--- src/logic/pmev_params.svh ---
// Constants of the event, flag and power-ok block: flag layout, masks, timing.
// Assumes a 125 MHz core clock; included by the package, pmev_short_det and pmev_top.
//
// Overview of operation
// RQ1: Current limit sets a maskable overcurrent flag; clear refused while limit persists.
// RQ2: Buck output low 1 ms disables that rail, sets unmaskable short flag.
// RQ3: Linear output low 1 ms disables that rail, sets unmaskable short flag.
// RQ4: Die warning sets maskable flag, live status; clear refused while still hot.
// RQ5: Thermal shutdown disables all rails, drops both outputs, unmaskable flag and status.
// RQ6: Supply overvoltage disables all rails, drops both outputs, unmaskable flag and status.
// RQ7: Each rail sets its good flag on valid or invalid, separate masks.
// RQ8: Power-ok falling to inactive sets a maskable flag with status bit.
// RQ9: Sync clock appearing or vanishing sets maskable flag and clock status.
// RQ10: Enabling clock detector without a clock raises the clock-change flag.
// RQ11: Finished current measurement sets a maskable flag without status bit.
// RQ12: Undervoltage lockout shuts down and restores defaults, no flag raised.
// RQ13: Leaving lockout loads one-time bits, starts and sets reset flag on the same edge.
// RQ14: Software reset shuts down, restores defaults, restarts, sets reset flag.
// RQ15: Power-ok status reads one when valid; polarity inverts only the pin.
// RQ16: Each rail joins power-ok by its own select bit, voltage only.
// RQ17: A disabled rail is ignored by power-ok monitoring.
// RQ18: A select bit adds live thermal warning as power-ok source.
// RQ19: Power-ok active only when selected sources, overvoltage, shutdown flags are clear.
// RQ20: Window bit zero checks undervoltage only, one checks both limits.
// RQ21: Configuration picks power-ok pin polarity and push-pull or open-drain drive.
// RQ22: A one-time bit picks gated or continuous power-ok mode; power_ok_mode is loaded but drives no logic.
// RQ23: Interrupt line low while any unmasked flag is pending.
// RQ24: Reset flag mask reloaded from one-time bits on every reset sequence.
// RQ25: Writing zero keeps flags; an event in the clearing cycle wins.
`ifndef PMEV_PARAMS_SVH
`define PMEV_PARAMS_SVH

`define PMEV_NRAIL        4
`define PMEV_NFLAG        19
`define PMEV_NSYNC        21
// Flag positions; rails 1:0 are bucks, 3:2 linear
`define PMEV_F_OC         0
`define PMEV_F_SC         4
`define PMEV_F_PG         8
`define PMEV_F_WARN       12
`define PMEV_F_SD         13
`define PMEV_F_OVP        14
`define PMEV_F_POKF       15
`define PMEV_F_CLK        16
`define PMEV_F_MEAS       17
`define PMEV_F_RST        18
`define PMEV_UNMASKABLE   19'h060f0
`define PMEV_FLAGS_RST    19'h00000
// Short-circuit debounce
`define PMEV_CLK_MHZ      125
`define PMEV_SHORT_US     1000
`define PMEV_SHORT_CW     17

`endif

--- src/logic/pmev_pkg.sv ---
// Types shared by the event and power-ok block.
// Assumes pmev_params.svh on the include path.
`include "pmev_params.svh"
package pmev_pkg;
   // Reset sequencer states, one-hot
   typedef enum logic [2:0] {
      ST_OFF  = 3'b001,
      ST_LOAD = 3'b010,
      ST_RUN  = 3'b100
   } pmev_state_t;
   typedef logic [`PMEV_NFLAG-1:0] pmev_flags_t;
   typedef logic [`PMEV_NRAIL-1:0] pmev_rail_t;
endpackage : pmev_pkg

--- src/logic/pmev_sync3.sv ---
// Three-stage synchroniser with agreement filter for analog comparator pins.
// Assumes inputs asynchronous to core_clk.
`timescale 1ns/1ps
module pmev_sync3 #(
   parameter int W = 1
) (
   input  wire logic         core_clk, // Core clock
   input  wire logic         rstn,     // Synchronous reset, low
   input  wire logic         ce,       // Clock enable
   input  wire logic [W-1:0] d,        // Raw inputs
   output logic      [W-1:0] q         // Filtered inputs
);
   logic [W-1:0] s1_r;
   logic [W-1:0] s2_r;
   logic [W-1:0] s3_r;

   // Stage chain; a bit moves once stages two and three agree
   always_ff @(posedge core_clk) begin
      if (!rstn) begin
         s1_r <= '0;
         s2_r <= '0;
         s3_r <= '0;
         q    <= '0;
      end else if (ce) begin
         s1_r <= d;
         s2_r <= s1_r;
         s3_r <= s2_r;
         q    <= (s2_r & s3_r) | (q & (s2_r ^ s3_r));
      end
   end
endmodule : pmev_sync3

--- src/logic/pmev_short_det.sv ---
// Per-rail short/overload debounce: trips after the output sits low for CYC cycles.
// Assumes low is synchronised and en is the rail's live enable.
`timescale 1ns/1ps
`include "pmev_params.svh"
module pmev_short_det #(
   parameter int unsigned CYC = `PMEV_SHORT_US * `PMEV_CLK_MHZ
) (
   input  wire logic core_clk, // Core clock
   input  wire logic rstn,     // Synchronous reset, low
   input  wire logic ce,       // Clock enable
   input  wire logic en,       // Rail enabled
   input  wire logic low,      // Output below short level
   output logic      trip      // Trip, held while low persists at the count limit
);
   localparam logic [`PMEV_SHORT_CW-1:0] LAST = `PMEV_SHORT_CW'(CYC - 1);
   logic [`PMEV_SHORT_CW-1:0] cnt_r;

   // Counts from enable or from the first low sample
   always_ff @(posedge core_clk) begin
      if (!rstn) begin
         cnt_r <= '0;
      end else if (ce) begin
         if (!en || !low) begin
            cnt_r <= '0;
         end else if (cnt_r != LAST) begin
            cnt_r <= cnt_r + 1'b1;
         end
      end
   end

   // Same test covers start-up and running overload
   assign trip = ce & en & low & (cnt_r == LAST); // [RQ2] [RQ3]
endmodule : pmev_short_det

--- src/logic/pmev_top.sv ---
// Event flags, interrupt line, rail protection and power-ok output logic.
// Assumes analog comparator levels arrive on raw pins; controls and clears come
// from register logic on core_clk. Rails 1:0 are bucks, 3:2 linear regulators.
`timescale 1ns/1ps
`include "pmev_params.svh"
module pmev_top #(
   parameter int unsigned SHORT_CYC = `PMEV_SHORT_US * `PMEV_CLK_MHZ
) (
   input  wire logic                 core_clk,           // 125 MHz clock
   input  wire logic                 rstn,               // Synchronous reset, low
   input  wire logic                 ce,                 // Clock enable
   input  wire logic                 supply_undervolt_lockout, // Raw lockout pin
   input  wire logic                 sw_reset_req,       // Software reset pulse
   input  wire logic                 otp_reset_mask,     // One-time reset flag mask
   input  wire logic                 otp_power_ok_mode,  // One-time mode, 1 continuous
   input  wire logic                 reset_mask_wr,      // Write strobe, reset mask
   input  wire logic                 reset_mask_wdata,   // Reset mask write data
   input  wire pmev_pkg::pmev_rail_t rail_en_req,        // Requested rail enables
   input  wire logic                 out_a_req,          // Requested output a
   input  wire logic                 out_b_req,          // Requested output b
   input  wire pmev_pkg::pmev_rail_t ilim_raw,           // Raw current limit
   input  wire pmev_pkg::pmev_rail_t short_low_raw,      // Raw below short level
   input  wire pmev_pkg::pmev_rail_t above_uv_raw,       // Raw above undervoltage
   input  wire pmev_pkg::pmev_rail_t below_ov_raw,       // Raw below overvoltage
   input  wire logic                 hot_warning_raw,    // Raw die warning
   input  wire logic                 hot_shutdown_raw,   // Raw die shutdown
   input  wire logic                 supply_overvolt_raw, // Raw supply overvoltage
   input  wire logic                 sync_clk_present_raw, // Raw clock detect
   input  wire logic                 clk_det_en,         // Clock detector enable
   input  wire logic                 measure_done,       // Measurement done pulse
   input  wire pmev_pkg::pmev_flags_t flag_clr,          // Write-one-to-clear
   input  wire pmev_pkg::pmev_flags_t event_mask,        // Per-flag masks
   input  wire pmev_pkg::pmev_rail_t good_rise_mask,     // Rail valid masks
   input  wire pmev_pkg::pmev_rail_t good_fall_mask,     // Rail invalid masks
   input  wire pmev_pkg::pmev_rail_t monitor_select,     // Rails feeding power-ok
   input  wire logic                 hot_warning_monitor_select, // Warning to power-ok
   input  wire pmev_pkg::pmev_rail_t rail_check_window,  // 1 checks both limits
   input  wire logic                 power_ok_polarity,  // 1 inverts pin
   input  wire logic                 power_ok_drain_type, // 1 open-drain
   output pmev_pkg::pmev_flags_t     flags,              // Flag register
   output pmev_pkg::pmev_rail_t      overcurrent_status, // Live limit status
   output pmev_pkg::pmev_rail_t      good_status,        // Live rail validity
   output logic                      hot_warning_status, // Live warning
   output logic                      hot_shutdown_status, // Live shutdown
   output logic                      supply_overvolt_status, // Live overvoltage
   output logic                      sync_clk_status,    // Live clock present
   output logic                      power_ok_status,    // 1 when valid
   output logic                      power_ok_mode,      // Loaded mode bit
   output logic                      reset_mask,         // Current reset mask
   output pmev_pkg::pmev_rail_t      rail_enable,        // Rail enables
   output logic                      general_output_a,   // Output a
   output logic                      general_output_b,   // Output b
   output logic                      power_ok_output_o,  // Pin drive level
   output logic                      power_ok_output_oe, // Pin drive enable
   output logic                      irq_line_low,       // Interrupt, low active
   output logic                      running             // Sequencer in run
);
   import pmev_pkg::*;

   pmev_state_t          state_r;
   pmev_state_t          state_nxt;
   logic [`PMEV_NSYNC-1:0] sync_q;
   pmev_rail_t           ilim_s;
   pmev_rail_t           low_s;
   pmev_rail_t           uv_s;
   pmev_rail_t           ov_s;
   logic                 warn_s;
   logic                 sd_s;
   logic                 ovp_s;
   logic                 clkp_s;
   logic                 lock_s;
   pmev_rail_t           good_c;
   pmev_rail_t           trip;
   pmev_rail_t           dis_r;
   pmev_rail_t           ilim_p_r;
   pmev_rail_t           good_p_r;
   logic                 clkp_p_r;
   logic                 det_p_r;
   pmev_flags_t          flags_nxt;
   pmev_flags_t          set_c;
   pmev_flags_t          hold_c;
   pmev_flags_t          mask_c;
   pmev_rail_t           rail_ok;
   logic                 pok_valid;
   logic                 force_off;
   logic                 run;
   logic                 pok_lvl;

   // Comparator pins into the core clock domain
   pmev_sync3 #(.W(`PMEV_NSYNC)) u_sync (
      .core_clk (core_clk),
      .rstn     (rstn),
      .ce       (ce),
      .d        ({supply_undervolt_lockout, sync_clk_present_raw, supply_overvolt_raw,
                  hot_shutdown_raw, hot_warning_raw, below_ov_raw, above_uv_raw,
                  short_low_raw, ilim_raw}),
      .q        (sync_q)
   );
   assign {lock_s, clkp_s, ovp_s, sd_s, warn_s, ov_s, uv_s, low_s, ilim_s} = sync_q;
   assign run = (state_r == ST_RUN);

   // Reset sequencer: off, load one-time bits, run
   always_comb begin
      state_nxt = state_r;
      case (state_r)
         ST_OFF:  if (!lock_s) state_nxt = ST_LOAD;                     // [RQ13]
         ST_LOAD: state_nxt = ST_RUN;
         ST_RUN:  if (lock_s || sw_reset_req) state_nxt = ST_OFF;       // [RQ12] [RQ14]
         default: state_nxt = ST_OFF;
      endcase
   end

   always_ff @(posedge core_clk) begin
      if (!rstn) begin
         state_r <= ST_OFF;
      end else if (ce) begin
         state_r <= state_nxt;
      end
   end

   // One-time bits reloaded on every pass through load
   always_ff @(posedge core_clk) begin
      if (!rstn) begin
         reset_mask    <= 1'b0;
         power_ok_mode <= 1'b0;
      end else if (ce) begin
         if (state_r == ST_LOAD) begin
            reset_mask    <= otp_reset_mask;     // [RQ24]
            power_ok_mode <= otp_power_ok_mode;  // [RQ22]
         end else if (run && reset_mask_wr) begin
            reset_mask    <= reset_mask_wdata;
         end
      end
   end

   // Per-rail validity, short debounce and disable latch
   genvar gi;
   generate
      for (gi = 0; gi < `PMEV_NRAIL; gi++) begin : g_rail
         assign good_c[gi]  = uv_s[gi] & (~rail_check_window[gi] | ov_s[gi]); // [RQ20]
         assign rail_ok[gi] = ~monitor_select[gi] | ~rail_enable[gi]      // [RQ16] [RQ17]
                              | good_c[gi];
         pmev_short_det #(.CYC(SHORT_CYC)) u_sc (
            .core_clk (core_clk),
            .rstn     (rstn),
            .ce       (ce),
            .en       (rail_enable[gi]),
            .low      (low_s[gi]),
            .trip     (trip[gi])
         );
         always_ff @(posedge core_clk) begin
            if (!rstn) begin
               dis_r[gi] <= 1'b0;
            end else if (ce) begin
               if (!run || !rail_en_req[gi]) begin
                  dis_r[gi] <= 1'b0;
               end else if (trip[gi]) begin
                  dis_r[gi] <= 1'b1;                       // [RQ2] [RQ3]
               end
            end
         end
      end
   endgenerate

   // Shutdown and overvoltage stay in force until their flags are cleared
   assign force_off = sd_s | ovp_s | flags[`PMEV_F_SD] | flags[`PMEV_F_OVP];

   // Rail enables and general outputs
   always_ff @(posedge core_clk) begin
      if (!rstn) begin
         rail_enable      <= '0;
         general_output_a <= 1'b0;
         general_output_b <= 1'b0;
      end else if (ce) begin
         rail_enable      <= (run && !force_off) ? (rail_en_req & ~dis_r & ~trip) : '0; // [RQ5] [RQ6]
         general_output_a <= run & ~force_off & out_a_req;                  // [RQ5] [RQ6]
         general_output_b <= run & ~force_off & out_b_req;
      end
   end

   // Event set terms
   always_comb begin
      set_c                          = '0;
      set_c[`PMEV_F_OC +: 4]         = ilim_s & ~ilim_p_r;                          // [RQ1]
      set_c[`PMEV_F_SC +: 4]         = trip;                                        // [RQ2] [RQ3]
      set_c[`PMEV_F_PG +: 4]         = (good_c & ~good_p_r & ~good_rise_mask)       // [RQ7]
                                     | (~good_c & good_p_r & ~good_fall_mask);
      set_c[`PMEV_F_WARN]            = warn_s & ~hot_warning_status;                // [RQ4]
      set_c[`PMEV_F_SD]              = sd_s & ~hot_shutdown_status;                 // [RQ5]
      set_c[`PMEV_F_OVP]             = ovp_s & ~supply_overvolt_status;             // [RQ6]
      set_c[`PMEV_F_POKF]            = power_ok_status & ~pok_valid;                // [RQ8]
      set_c[`PMEV_F_CLK]             = clk_det_en & ((clkp_s ^ clkp_p_r)            // [RQ9]
                                     | (~det_p_r & ~clkp_s));                       // [RQ10]
      set_c[`PMEV_F_MEAS]            = measure_done;                                // [RQ11]
      set_c[`PMEV_F_RST]             = (state_r == ST_LOAD);                        // [RQ13] [RQ14]
      if (!run && state_r != ST_LOAD) begin
         set_c = '0;                                                                // [RQ12]
      end
   end

   // Conditions that refuse a clear while still present
   always_comb begin
      hold_c                  = '0;
      hold_c[`PMEV_F_OC +: 4] = ilim_s;   // [RQ1]
      hold_c[`PMEV_F_WARN]    = warn_s;   // [RQ4]
      hold_c[`PMEV_F_SD]      = sd_s;     // [RQ5]
      hold_c[`PMEV_F_OVP]     = ovp_s;    // [RQ6]
   end

   // Set wins over a clear; zero writes change nothing
   assign flags_nxt = set_c | (flags & ~(flag_clr & ~hold_c)); // [RQ25]

   always_ff @(posedge core_clk) begin
      if (!rstn) begin
         flags <= `PMEV_FLAGS_RST;
      end else if (ce) begin
         flags <= (state_r == ST_OFF) ? `PMEV_FLAGS_RST : flags_nxt; // [RQ12]
      end
   end

   // Live status bits and edge history
   always_ff @(posedge core_clk) begin
      if (!rstn) begin
         overcurrent_status     <= '0;
         good_status            <= '0;
         hot_warning_status     <= 1'b0;
         hot_shutdown_status    <= 1'b0;
         supply_overvolt_status <= 1'b0;
         sync_clk_status        <= 1'b0;
         ilim_p_r               <= '0;
         good_p_r               <= '0;
         clkp_p_r               <= 1'b0;
         det_p_r                <= 1'b0;
      end else if (ce) begin
         overcurrent_status     <= ilim_s;
         good_status            <= good_c;  // [RQ7]
         hot_warning_status     <= warn_s;  // [RQ4]
         hot_shutdown_status    <= sd_s;
         supply_overvolt_status <= ovp_s;
         sync_clk_status        <= clkp_s;  // [RQ9]
         ilim_p_r               <= ilim_s;
         good_p_r               <= good_c;
         clkp_p_r               <= clkp_s;
         det_p_r                <= clk_det_en;
      end
   end

   // Power-ok combine of selected sources
   assign pok_valid = (&rail_ok)                                              // [RQ19]
                    & ~(hot_warning_monitor_select & warn_s)                  // [RQ18]
                    & ~flags[`PMEV_F_OVP] & ~flags[`PMEV_F_SD];
   assign pok_lvl   = power_ok_status ^ power_ok_polarity;                    // [RQ15]

   // Status and pin drive; open-drain only sinks
   always_ff @(posedge core_clk) begin
      if (!rstn) begin
         power_ok_status    <= 1'b0;
         power_ok_output_o  <= 1'b0;
         power_ok_output_oe <= 1'b0;
      end else if (ce) begin
         power_ok_status    <= run & pok_valid;                               // [RQ15]
         power_ok_output_o  <= power_ok_drain_type ? 1'b0 : pok_lvl;          // [RQ21]
         power_ok_output_oe <= power_ok_drain_type ? ~pok_lvl : 1'b1;         // [RQ21]
      end
   end

   // Interrupt line: pending unmasked flags pull it low
   always_comb begin
      mask_c               = event_mask & ~`PMEV_UNMASKABLE;
      mask_c[`PMEV_F_PG +: 4] = 4'h0;
      mask_c[`PMEV_F_RST]  = reset_mask;
   end

   always_ff @(posedge core_clk) begin
      if (!rstn) begin
         irq_line_low <= 1'b1;
      end else if (ce) begin
         irq_line_low <= ~|(flags & ~mask_c); // [RQ23]
      end
   end

   assign running = run;

   // Checks
   AST_IRQ_LOW: assert property (@(posedge core_clk) disable iff (!rstn) // [RQ23]
      ce && |(flags & ~mask_c) |=> !irq_line_low)
      else $error("irq line not low with pending flag");
   AST_IRQ_HIGH: assert property (@(posedge core_clk) disable iff (!rstn) // [RQ23]
      ce && !(|(flags & ~mask_c)) |=> irq_line_low)
      else $error("irq line low with nothing pending");
   AST_OC_HOLD: assert property (@(posedge core_clk) disable iff (!rstn) // [RQ1]
      ce && run && flags[`PMEV_F_OC] && ilim_s[0] && flag_clr[`PMEV_F_OC]
      |=> flags[`PMEV_F_OC])
      else $error("overcurrent flag cleared while limit active");
   AST_SHORT_OFF: assert property (@(posedge core_clk) disable iff (!rstn) // [RQ2]
      ce && trip[1] |=> !rail_enable[1] && flags[`PMEV_F_SC + 1])
      else $error("tripped rail still enabled");
   AST_SHORT_LIN: assert property (@(posedge core_clk) disable iff (!rstn) // [RQ3]
      ce && trip[2] |=> !rail_enable[2] && flags[`PMEV_F_SC + 2])
      else $error("tripped linear rail still enabled");
   AST_SD_OFF: assert property (@(posedge core_clk) disable iff (!rstn) // [RQ5]
      ce && sd_s |=> rail_enable == '0 && !general_output_a && !general_output_b)
      else $error("outputs alive in thermal shutdown");
   AST_OVP_OFF: assert property (@(posedge core_clk) disable iff (!rstn) // [RQ6]
      ce && ovp_s |=> rail_enable == '0 && !general_output_a && !general_output_b)
      else $error("outputs alive in overvoltage");
   AST_POK_PIN: assert property (@(posedge core_clk) disable iff (!rstn) // [RQ15]
      ce && !power_ok_drain_type |=>
      power_ok_output_o == ($past(power_ok_status) ^ $past(power_ok_polarity)))
      else $error("power-ok pin level wrong");
   AST_POK_FALL: assert property (@(posedge core_clk) disable iff (!rstn) // [RQ8]
      ce && run && power_ok_status && !pok_valid |=> flags[`PMEV_F_POKF] && !power_ok_status)
      else $error("power-ok fall not flagged");
   AST_SET_WINS: assert property (@(posedge core_clk) disable iff (!rstn) // [RQ25]
      ce && run && measure_done && flag_clr[`PMEV_F_MEAS] |=> flags[`PMEV_F_MEAS])
      else $error("measurement event lost to clear");
   AST_LOCKOUT: assert property (@(posedge core_clk) disable iff (!rstn) // [RQ12]
      ce && run && lock_s |=> !running)
      else $error("lockout did not stop the sequencer");
   AST_OFF_CLR: assert property (@(posedge core_clk) disable iff (!rstn) // [RQ12]
      ce && state_r == ST_OFF |=> flags == `PMEV_FLAGS_RST)
      else $error("flags survive lockout");
   AST_RST_FLAG: assert property (@(posedge core_clk) disable iff (!rstn) // [RQ13]
      ce && state_r == ST_LOAD |=> flags[`PMEV_F_RST] && reset_mask == $past(otp_reset_mask))
      else $error("reset flag or mask not loaded");
endmodule : pmev_top

--- config.mk ---
export PLATFORM = sky130hd
export DESIGN_NAME = pmev_top
export DESIGN_NICKNAME = d
export VERILOG_FILES = /design/src/logic/pmev_pkg.sv /design/src/logic/pmev_sync3.sv /design/src/logic/pmev_short_det.sv /design/src/logic/pmev_top.sv
export VERILOG_INCLUDE_DIRS = /design/src /design/src/logic
export SDC_FILE = /design/constraint.sdc
export NUM_CORES = 1
export LEC_CHECK = 0
export BUFFER_PORTS_ARGS = -buffer_cell sky130_fd_sc_hd__buf_2
export CAP_MARGIN = 15
export CELL_PAD_IN_SITES_DETAIL_PLACEMENT = 1
export CELL_PAD_IN_SITES_GLOBAL_PLACEMENT = 1
export CORE_MARGIN = 2
export CORE_UTILIZATION = 47
export CTS_CLUSTER_DIAMETER = 80
export DETAILED_ROUTE_END_ITERATION = 16
export PLACE_DENSITY_LB_ADDON = 0.1
export SKIP_LAST_GASP = 1
export SLEW_MARGIN = 20
export SYNTH_ARGS = -nofsm -noshare
export SYNTH_HDL_FRONTEND = slang
export SYNTH_SLANG_ARGS = --single-unit
--- constraint.sdc ---
create_clock -name core_clk -period 3.75 [get_ports core_clk]
set_input_delay 0.375 -clock core_clk [delete_from_list [all_inputs] [get_ports core_clk]]
set_output_delay 0.375 -clock core_clk [all_outputs]
set_load 0.01 [all_outputs]
## Word-level counts from Yosys, hierarchy flattened

Cells that the tools add are included.

- Register bits: 203
- Latch bits: 0
- RAM bits: 0
- ROM bits: 0
- Output and inout port bits: 44
- Memories: 0

- Add/sub/neg operators: 4
- $mul: 0
- Div/mod/pow operators: 0
- Magnitude comparators: 0
- Eq/ne operators: 14
- Shift operators: 0
- Mux-type cells: 26
- Bitwise logic cells: 97
- Reduce and logical (&&, ||, !) cells: 49

Operators by type and width:

| cell | number |
|---|---|
| 17-bit 2-to-1 mux | 8 |
| 17-bit by 1-bit adder with 17-bit output, second input constant | 4 |
| 17-bit equality test, second input constant | 4 |
| 17-bit != test, second input constant | 4 |
| 19-bit bitwise AND | 3 |
| 21-bit bitwise AND | 2 |
| 19-bit 2-to-1 mux | 2 |
| 19-bit inverter | 2 |
| 1-bit bitwise AND | 30 |
| 4-bit bitwise AND | 7 |
| 4-bit inverter | 7 |
| 1-bit inverter | 23 |
| 21-bit OR | 1 |
| 21-bit XOR | 1 |
| 2-bit AND reduction | 10 |
| 15-bit inverter with 19-bit output | 1 |
| 19-bit OR | 1 |
| 19-bit OR reduction | 1 |
| 2-bit nonzero test | 9 |
| 1-bit OR | 16 |
| 1-bit zero test | 15 |
| 1-bit 2-to-1 mux | 12 |
| 1-bit logical OR | 9 |
| 3-bit one-hot mux with 3 select lines | 1 |
| 13 further kinds | 17 |

## Logic depth before layout (Yosys ltp)

Gate-level depths: netlist of run 1.

- Depth after elaboration: 13
- Depth in mapped cells: 7
- Mapped depth without buffers: 6

## Modules after synthesis

Synthesis of run 1 repeated with hierarchy kept, for this count alone.

- Cells, all modules: 1071
- Area, all modules: 9709.3 µm²

By module, submodules not included:

| module | instances | cells each | area an instance (µm²) |
|---|---|---|---|
| pmev_short_det | 4 | 111 | 939.7 |
| pmev_sync3 | 1 | 338 | 3567.2 |
| pmev_top | 1 | 289 | 2383.5 |

## Least setup slack after synthesis of run 1

OpenSTA, ideal clock, no wires.

- Path kind: flip-flop to flip-flop
- Start point: reg g_rail[2].u_sc.cnt_r[0]
- End point: reg g_rail[2].u_sc.cnt_r[1]
- Arrival time: 1721 ps
- Data required time: 3622 ps
- Path slack: 1902 ps
- Stages on the path, launching flop included: 7
- Cell sequence: dfxtp_1 > ha_1 > nand2_1 > or4_4 > o21ai_1 > mux2i_1 > nor2_1

- Cells in the longest elaborated chain, start to end: 3

Ends and longest elaborated chain:

| item | RTL line | text |
|---|---|---|
| start, declared | pmev_short_det.sv:16 | `` logic [`PMEV_SHORT_CW-1:0] cnt_r; `` |
| start signal, assigned | pmev_short_det.sv:26 | `cnt_r <= cnt_r + 1'b1;` |
| 17-bit by 1-bit adder with 17-bit output / 17-bit != test (equally long branches) | pmev_short_det.sv:26, pmev_short_det.sv:25 |  |
| 17-bit 2-to-1 mux / 2-bit nonzero test (equally long branches) | -- |  |
| 17-bit 2-to-1 mux / 2-bit AND reduction (equally long branches) | -- |  |

Parallel ways exist; a longest one is shown, timed or not. The select of a mux whose other input is x is not followed.
A chain may end at the register's enable or synchronous reset.

## Worst setup path after layout of run 1

- Start point: reg g_rail[2].u_sc.cnt_r[0]
- End point: reg g_rail[2].u_sc.cnt_r[13]

The elaborated chain is that of the path after synthesis.

==> results.md, run 1 <==
• 43.9% — sequential element share of the synthesized area
• 1 — number of antenna violations at the first check in global routing
• 6.0% — logic gate share of total power
• 1.44 ns — Setup WS pre-CTS
• 455 MHz — top achievable clock speed
• 0.00927 sq mm — Syn Std Cell Area
• 7,668 — number of global-route vias before repair
• 59 — Unique masters post-synth
• 16,400 um — detailed placer's ending HPWL
• 4.17 ns — WP data required
• 1,018 — cell count after synthesis
• 1 — number of H-tree branching levels
• 0.0209 sq mm — die area
• 144 um — vertical die dimension
• ha_1 > nand2_1 > or4_4 > o211ai_1 > o21ai_0 > a21oi_1 — Cell Chain, Critical Path
• register — kind of end point of the critical path
• g_rail[2].u_sc.cnt_r[0]$_SDFFE_PN0P_ — critical path startpoint
• 4 — Pre-antenna DRT Iters
• 48.2% — Sequential Power Share
• sky130_fd_sc_hd__dfxtp_1 (44%), sky130_fd_sc_hd__mux2i_1 (8.9%), sky130_fd_sc_hd__nor2b_1 (6.1%) — top post-synthesis cells by area
• 23 — total clock buffers created by CTS
• 1,137 — synthesized net count
• 269 — Iter 0 DRT Violations
• g_rail[2].u_sc.cnt_r[0]$_SDFFE_PN0P_ — Critical R2R Launch
• 0 — number of buffer and inverter stages on the critical path
• 17.2 um — routed wire length per instance
• 203 — flop and latch count out of synthesis
• 138 — number of I/O pins
• 0.791 — last weighted congestion value of the routability-driven placer
• 15.9% — synthesis-to-finish area growth
• compound AO/OA/AOI/OAI gates — Worst path top cell family by delay
• 5.42 — average via count per standard cell
• 0 — post-CTS setup-driven buffer insertion count
• 0 — Hold-fix buffers, CTS
• 51 — # rows
• 2,321 — number of fill cells
• sky130_fd_sc_hd__or4_4 — cell at the slowest stage of the critical path
• 72 — pin count of the biggest net entering global routing
• 428 mW/mm^2 — power per standard cell area
• 0.0194 sq mm — area of the core region
• 9.10 sq um — Syn Area/Cell
• finished, final reports clean — status
• 1.55 ns — setup slack after layout
• 23.1% — overall routing resource usage
• 0 — cts repair resizes
• 44.0% — headroom to the max-slew limit
• 15.5% — share of post-route cells with drive strength above 1
• 0.307 mV — highest ir drop seen on vdd
• 0.840 ns — actual transition at the worst max-transition pin
• 45.8% — clock group share of total power
• 3 — largest buffer count on any clock path
• 58.7% — Final period util
• 24,100 um — total detailed-routing wirelength
• 0 — final setup violation count
• 0 — overflow left after global routing
• 1.03 mW — net switching power figure
• 0.06 ns — CTS clock-pin slew for the worst setup and hold paths
• 0.60 ns — biggest cell delay along the critical path
• 43.9% — share of Yosys cell area claimed by the top area cell type
• 0 — DRC
• 0.50 ns — Worst-Skew Late Latency
• supply_overvolt_raw — Hold Path Origin
• primary input to register — Worst Hold Class
• 0 ns — final sum of negative setup slack
• 7 — worst-path fanout max
• register — launching element type of the critical path
• 3.56 mW — internal power contribution
• 2.20 ns — final worst path period need
• 0.00694 ns — largest clock skew in the final design
• 0% — share of synthesized registers carrying an async set or reset
• register to register — category of the most critical setup path
• 0 — final hold violation count
• 47.8% — initial standard-cell utilization of the core
• 2.62 ns — Crit path arrival time
• 22.5% — switching part of the total
• 0 — number of flops mapped to enable cells by yosys
• sky130_fd_sc_hd__clkbuf_16 — clock root buffer master
• sky130_fd_sc_hd__dfxtp_1 — Post-synth top flop
• 144 um — horizontal extent of the die
• 0 — Yosys warning count
• sky130_fd_sc_hd__dfxtp_1 — Synth area leader
• 1,245 — final net count
• no — RSZ-0062 raised after global routing
• sky130_fd_sc_hd__dfxtp_1 (203), sky130_fd_sc_hd__buf_2 (124), sky130_fd_sc_hd__nor2b_1 (90) — commonest cells after routing, fill and taps aside
• 4.25 nW — Lkg Pwr
• 7,610 — total via count after detailed routing
• 0 — number of nets with antenna violations after routing
• 0 — number of pins exceeding their max-slew limit in the final report
• yes — TritonCTS clock tree
• sky130_fd_sc_hd__dfxtp_1 — most common library cell in the layout ignoring fill and taps
• 203 — clock sink count
• 126 — port bufs
• 39,000 um — first-pass GRT wire length
• 0 — count of maximum capacitance violations
## registers in the layout (all words and copies together) (netlist names), 19 cells and up
signal,count
flags,19
u_sync.s3_r,21
u_sync.q,21
u_sync.s1_r,21
g_rail.u_sc.cnt_r,68
u_sync.s2_r,21
## per-layer routing
layer / GRT usage, % / routed length (um) / vias up
met1: 31.1 / 11300 / 3698
met5: 0 / 0 / -
li1: - / - / 3796
met2: 39.6 / 11700 / 89
met4: 4.75 / 347 / 0
met3: 3.28 / 697 / 27
## worst paths after layout
kind	endpoint	cells after the start	slack [ns]
setup / recovery	g_rail[2].u_sc.cnt_r[13]$_SDFFE_PN0P_	6	1.55
hold / removal	u_sync.s1_r[18]$_SDFFE_PN0P_	3	0.14
setup reg to reg	g_rail[2].u_sc.cnt_r[13]$_SDFFE_PN0P_	6	1.55
hold reg to reg	rail_enable[3]$_SDFFE_PN0P_	1	0.46
## final cells by class
| cell class | count | area [sq um] | share of cell area, % |
|---|---|---|---|
| clock inverters | 3 | 42.5 | 0.396 |
| repair buffers | 134 | 699 | 6.51 |
| clock buffers | 35 | 651 | 6.06 |
| well taps | 265 | 332 | 3.09 |
| multi-input cells | 734 | 4840 | 45.1 |
| inverters | 30 | 113 | 1.05 |
| diodes | 1 | 2.50 | 0.0233 |
| flip-flops and latches | 203 | 4060 | 37.8 |
## metrics by stage
| step | hold WS [ns] | power [mW] | utilization [%] | cells | instance area, sq um |
|---|---|---|---|---|---|
| 5_1_grt | 0.137 | 4.78 | 55.4 | 1404 | 10700 |
| 3_5_place_dp | 0.451 | 2.54 | 51.8 | 1366 | 10000 |
| 6_report | 0.136 | 4.60 | 55.4 | 1405 | 10700 |
| 2_1_floorplan | 0.422 | 2.44 | - | 1018 | 9270 |
| 4_1_cts | 0.128 | 4.65 | 55.4 | 1404 | 10700 |
| 3_3_place_gp | 0.443 | 2.53 | 51.8 | 1366 | 10000 |
## synth_stat cells (all sizes together), types with 3 or more instances
| library cell | instances |
|---|---|
| or3 | 9 |
| or4 | 8 |
| nor3b | 11 |
| a31oi | 6 |
| nand3 | 35 |
| a21oi | 36 |
| buf | 14 |
| a22oi | 6 |
| nand2b | 7 |
| and4 | 8 |
| nor4 | 6 |
| o211ai | 7 |
| and4b | 3 |
| inv | 30 |
| and2 | 4 |
| nand4bb | 3 |
| a21boi | 33 |
| nand2 | 75 |
| and3 | 14 |
| nor2b | 90 |
| clkbuf | 37 |
| nor3 | 16 |
| nand3b | 5 |
| xnor2 | 14 |
| xor2 | 28 |
| o21ai | 75 |
| o21a | 8 |
| dfxtp | 203 |
| nor2 | 70 |
| mux2i | 82 |
| ha | 25 |
| nand4 | 25 |
| o41ai | 3 |
## cell families after synthesis
group	Yosys count	share of synthesized area [%]
buf+inv	81	4.01
compound gates	190	12.6
mux	82	8.86
simple gates	395	23.3
fa+ha+maj	25	3.38
flops	203	43.9
xor+xnor	42	3.97
## tightest hold or removal path: stages
cell                      delay [ns]
sky130_fd_sc_hd__buf_2          0.08
sky130_fd_sc_hd__mux2i_1        0.06
sky130_fd_sc_hd__nor2b_1        0.09
## power groups by stage
stage / clock network [mW] / registers, mW / logic, mW
after floorplan: 0 / 2.25 / 0.182
after global placement: 0 / 2.26 / 0.270
after detailed placement: 0 / 2.26 / 0.278
after CTS: 2.15 / 2.22 / 0.282
after global routing: 2.26 / 2.22 / 0.309
final: 2.10 / 2.22 / 0.277
Note: power is estimated with default switching activity, not from simulation.
==> inputs of run 2 (changes only) <==
--- a/config.mk
+++ b/config.mk
@@ -6,12 +6,13 @@
 export SDC_FILE = /design/constraint.sdc
 export NUM_CORES = 1
 export LEC_CHECK = 0
+export ABC_AREA = 1
 export BUFFER_PORTS_ARGS = -buffer_cell sky130_fd_sc_hd__buf_2
 export CAP_MARGIN = 15
 export CELL_PAD_IN_SITES_DETAIL_PLACEMENT = 1
 export CELL_PAD_IN_SITES_GLOBAL_PLACEMENT = 1
 export CORE_MARGIN = 2
-export CORE_UTILIZATION = 47
+export CORE_UTILIZATION = 41
 export CTS_CLUSTER_DIAMETER = 80
 export DETAILED_ROUTE_END_ITERATION = 16
 export PLACE_DENSITY_LB_ADDON = 0.1
==> constraint.sdc (replaced) <==
create_clock -name core_clk -period 2.18 [get_ports core_clk]
set_input_delay 0.218 -clock core_clk [delete_from_list [all_inputs] [get_ports core_clk]]
set_output_delay 0.218 -clock core_clk [all_outputs]
set_load 0.01 [all_outputs]
==> results.md, run 2 <==
• finished, final reports clean — status
• 6.94 sq um — Syn Area/Cell, -24%
• 50,600 um — first-pass GRT wire length, +30%
• 498 MHz — top achievable clock speed, +9.6%
• 40.4% — sequential element share of the synthesized area, -3.5 points
• 0 — DRC, unchanged
• sky130_fd_sc_hd__dfxtp_1 — Synth area leader
• 2.01 ns — final worst path period need, -0.193 ns
• 21,500 um — detailed placer's ending HPWL, +32%
• 44.3% — Sequential Power Share, -3.9 points
• 24 — total clock buffers created by CTS, +4.3%
• 10,077 — number of global-route vias before repair, +31%
• 5.03 nW — Lkg Pwr, +19%
• 1,719 — final net count, +38%
• 5.09 — average via count per standard cell, -6.1%
• 203 — flop and latch count out of synthesis, unchanged
• 2.48 ns — Crit path arrival time, -0.14 ns
• no — RSZ-0062 raised after global routing
• 0.370 ns — Setup WS pre-CTS, -1.07 ns
• 4 — number of antenna violations at the first check in global routing, +3
• 8.76 mW — Pwr Total, +91%
• sky130_fd_sc_hd__nor2_1 — most common library cell in the layout ignoring fill and taps
• register — launching element type of the critical path
• primary input to register — Worst Hold Class
• 0 — Yosys warning count, unchanged
• 0 — number of pins exceeding their max-slew limit in the final report, unchanged
• sky130_fd_sc_hd__nor2_1 — most frequent cell after synthesis
• 44 — Unique masters post-synth, -25%
• register — kind of end point of the critical path
• 2.07 mW — net switching power figure, +100%
• 718 mW/mm^2 — power per standard cell area, +68%
• 0.173 ns — setup slack after layout, -1.38 ns
• 6.69 mW — internal power contribution, +88%
• 0.0122 sq mm — area of all placed cells without fillers, +14%
• 161 um — vertical die dimension, +11%
• 40.4% — share of Yosys cell area claimed by the top area cell type, -3.5 points
• state_r[0]$_SDFFE_PN1P_ — Critical R2R Launch
• 0 — number of flops mapped to enable cells by yosys, unchanged
• sky130_fd_sc_hd__nor2_1 (301), sky130_fd_sc_hd__nand2_1 (261), sky130_fd_sc_hd__dfxtp_1 (203) — commonest cells after routing, fill and taps aside
• 48.2% — clock group share of total power, +2.4 points
• 57 — # rows, +12%
• 0.17 ns — Worst R2R Setup Slack, -1.38 ns
• 1,945 — Layout Cells excl Fill, +38%
• 9,893 — total via count after detailed routing, +30%
• 8 — worst-path fanout max, +1
• 3 — largest buffer count on any clock path, unchanged
• 17.1% — share of post-route cells with drive strength above 1, +1.5 points
• 0.0242 sq mm — area of the core region, +25%
• 0.475 mV — highest ir drop seen on vdd, +55%
• register to register — category of the most critical setup path
• 203 — clock sink count, unchanged
• 0% — share of synthesized registers carrying an async set or reset, unchanged
• 54.4% — headroom to the max-slew limit, +10 points
• 0.0109 sq mm — placed instance area, +8.8%
• 68 — Largest register FFs, unchanged
• 0.0101 sq mm — Syn Std Cell Area, +8.6%
• 0 ns — final sum of negative setup slack, unchanged
• 0.06 ns — CTS clock-pin slew for the worst setup and hold paths, about the same
• sky130_fd_sc_hd__dfxtp_1 (40%), sky130_fd_sc_hd__nor2_1 (11%), sky130_fd_sc_hd__nand2_1 (9.7%) — top post-synthesis cells by area
• 82 — pin count of the biggest net entering global routing, +14%
• 2.65 ns — WP data required, -1.52 ns
• 5 — Pre-antenna DRT Iters, +1
• 92.1% — Final period util, +33 points
• 0 — number of nets with antenna violations after routing, unchanged
• 0.52 ns — Worst-Skew Late Latency, +0.02 ns
• g_rail.u_sc.cnt_r — Reg with most FFs
• 161 um — horizontal extent of the die, +11%
• 1,570 — synthesized net count, +38%
• 0 — final setup violation count, unchanged
• 41.6% — initial standard-cell utilization of the core, -6.1 points
• flags[5]$_SDFFE_PN0P_ — hold worst-path end
• 31,000 um — total detailed-routing wirelength, +29%
• 23.7% — overall routing resource usage, +0.64 points
• 0.677 ns — actual transition at the worst max-transition pin, -0.163 ns
• 7 — number of cell instances on the worst register-to-register path, +1
• 1,451 — cell count after synthesis, +43%
• 21.3% — synthesis-to-finish area growth
• 4 — WHS Path Cells, +1
• 23.7% — switching part of the total, +1.2 points
• flag_clr[5] — Hold Path Origin
• 446 — Iter 0 DRT Violations, +66%
• 0 — overflow left after global routing, unchanged
• 0.0183 ns — largest clock skew in the final design, +0.0113 ns
• 0 — final hold violation count, unchanged
• sky130_fd_sc_hd__nor2_1 (301), sky130_fd_sc_hd__nand2_1 (261), sky130_fd_sc_hd__dfxtp_1 (203), sky130_fd_sc_hd__o21ai_0 (132), sky130_fd_sc_hd__inv_1 (123) — leading cell types by count after synthesis
• yes — TritonCTS clock tree
• flags[8]$_SDFFE_PN0P_ — Reg-to-Reg End
• 0 — count of maximum capacitance violations, unchanged
• 126 — port bufs, unchanged
• 0.828 — last weighted congestion value of the routability-driven placer, +4.7%
• 138 — number of I/O pins, unchanged
• sky130_fd_sc_hd__dfxtp_1 — Post-synth top flop
• 1 — number of H-tree branching levels, unchanged
• sky130_fd_sc_hd__clkbuf_16 — clock root buffer master
• 1,856 — Post-Place Cells, +36%
• 0.0258 sq mm — die area, +24%
• 16.0 um — routed wire length per instance, -7.0%
• 7.5% — logic gate share of total power, +1.5 points
## run 2: changes by cell type after synthesis, moves of 32 or more
cell,before,now
sky130_fd_sc_hd__nand3_1,35,73
sky130_fd_sc_hd__nor2_1,69,301
sky130_fd_sc_hd__a21boi_0,32,0
sky130_fd_sc_hd__inv_1,30,123
sky130_fd_sc_hd__nor2b_1,90,0
sky130_fd_sc_hd__mux2i_1,82,0
sky130_fd_sc_hd__o21ai_0,73,132
sky130_fd_sc_hd__nand2_1,75,261
sky130_fd_sc_hd__a21oi_1,36,92
## run 2: area by class of cell
type / count / area (sq um)
timing repair buffer: 189 / 1250
inverter: 131 / 509
antenna: 4 / 10.0
sequential: 203 / 4060
multi-input combinational: 1051 / 5130
clock buffer: 36 / 716
fill: 3161 / 12000
clock inverter: 7 / 121
tap: 324 / 405
## run 2: per-stage QoR
| stage | util, % | hold slack (ns) |
|---|---|---|
| floorplan | - | 0.328 |
| detailed placement | 45.2 | 0.444 |
| finish | 50.5 | 0.0233 |
| CTS | 50.3 | 0.00427 |
| global route | 50.5 | 0.0285 |
| global placement | 45.2 | 0.438 |
## run 2: critical path, cell delays in order (launching register included)
cell                            delay [ns]
sky130_fd_sc_hd__dfxtp_1              0.33
sky130_fd_sc_hd__inv_1                0.11
sky130_fd_sc_hd__nand3_1              0.25
sky130_fd_sc_hd__a21oi_2              0.27
sky130_fd_sc_hd__buf_4                0.23
sky130_fd_sc_hd__nand3_1              0.09
sky130_fd_sc_hd__a21oi_1              0.12
sky130_fd_sc_hd__dlygate4sd3_1        0.56
## run 2: metal layers
layer  track usage, %  part of all wire, %
met1             30.5                   46
met2             41.4                   48
met3             3.05                  3.4
met4             7.49                  2.8
met5                0                    0
## run 2: how the worst max path moves through the flow
stage | slack (ns) | cells past startpoint | from | endpoint
global route | 0.04 | 7 | state_r[0]$_SDFFE_PN1P_ | flags[8]$_SDFFE_PN0P_
global placement | 0.37 | 6 | ce | g_rail[1].u_sc.cnt_r[14]$_SDFFE_PN0P_
CTS | 0.12 | 7 | state_r[1]$_SDFFE_PN0P_ | flags[8]$_SDFFE_PN0P_
detailed placement | 0.37 | 6 | ce | g_rail[1].u_sc.cnt_r[14]$_SDFFE_PN0P_
floorplan | 0.65 | 10 | g_rail[3].u_sc.cnt_r[0]$_SDFFE_PN0P_ | g_rail[3].u_sc.cnt_r[5]$_SDFFE_PN0P_
finish | 0.17 | 7 | state_r[0]$_SDFFE_PN1P_ | flags[8]$_SDFFE_PN0P_
## run 2: cells by family (layout without fill, tap and decap cells)
logic type | after synthesis | after routing | synth area share, %
and+or+nand+nor | 755 | 755 | 32.7
AOI/OAI and AO/OA | 259 | 259 | 14.0
DFF | 203 | 203 | 40.4
buffers and inverters | 197 | 363 | 8.74
adders and majority gates | 25 | 25 | 3.11
xor gates and xnor gates | 12 | 12 | 1.04
other | 0 | 4 | 0
## run 2: repair_timing
item                                    CTS  global route
buffers inserted                          0             4
endpoints found under the setup margin    0             2
hold buffers                             38             0
resized for setup                         0             3
endpoints found under the hold margin    36             0
## run 2: power by group through the flow
stage | Sequential (mW) | Clock [mW] | Combinational (mW)
floorplan | 3.95 | 0 | 0.367
global placement | 3.95 | 0 | 0.571
detailed placement | 3.96 | 0 | 0.585
CTS | 3.88 | 4.33 | 0.644
global route | 3.89 | 4.48 | 0.741
finish | 3.88 | 4.22 | 0.661
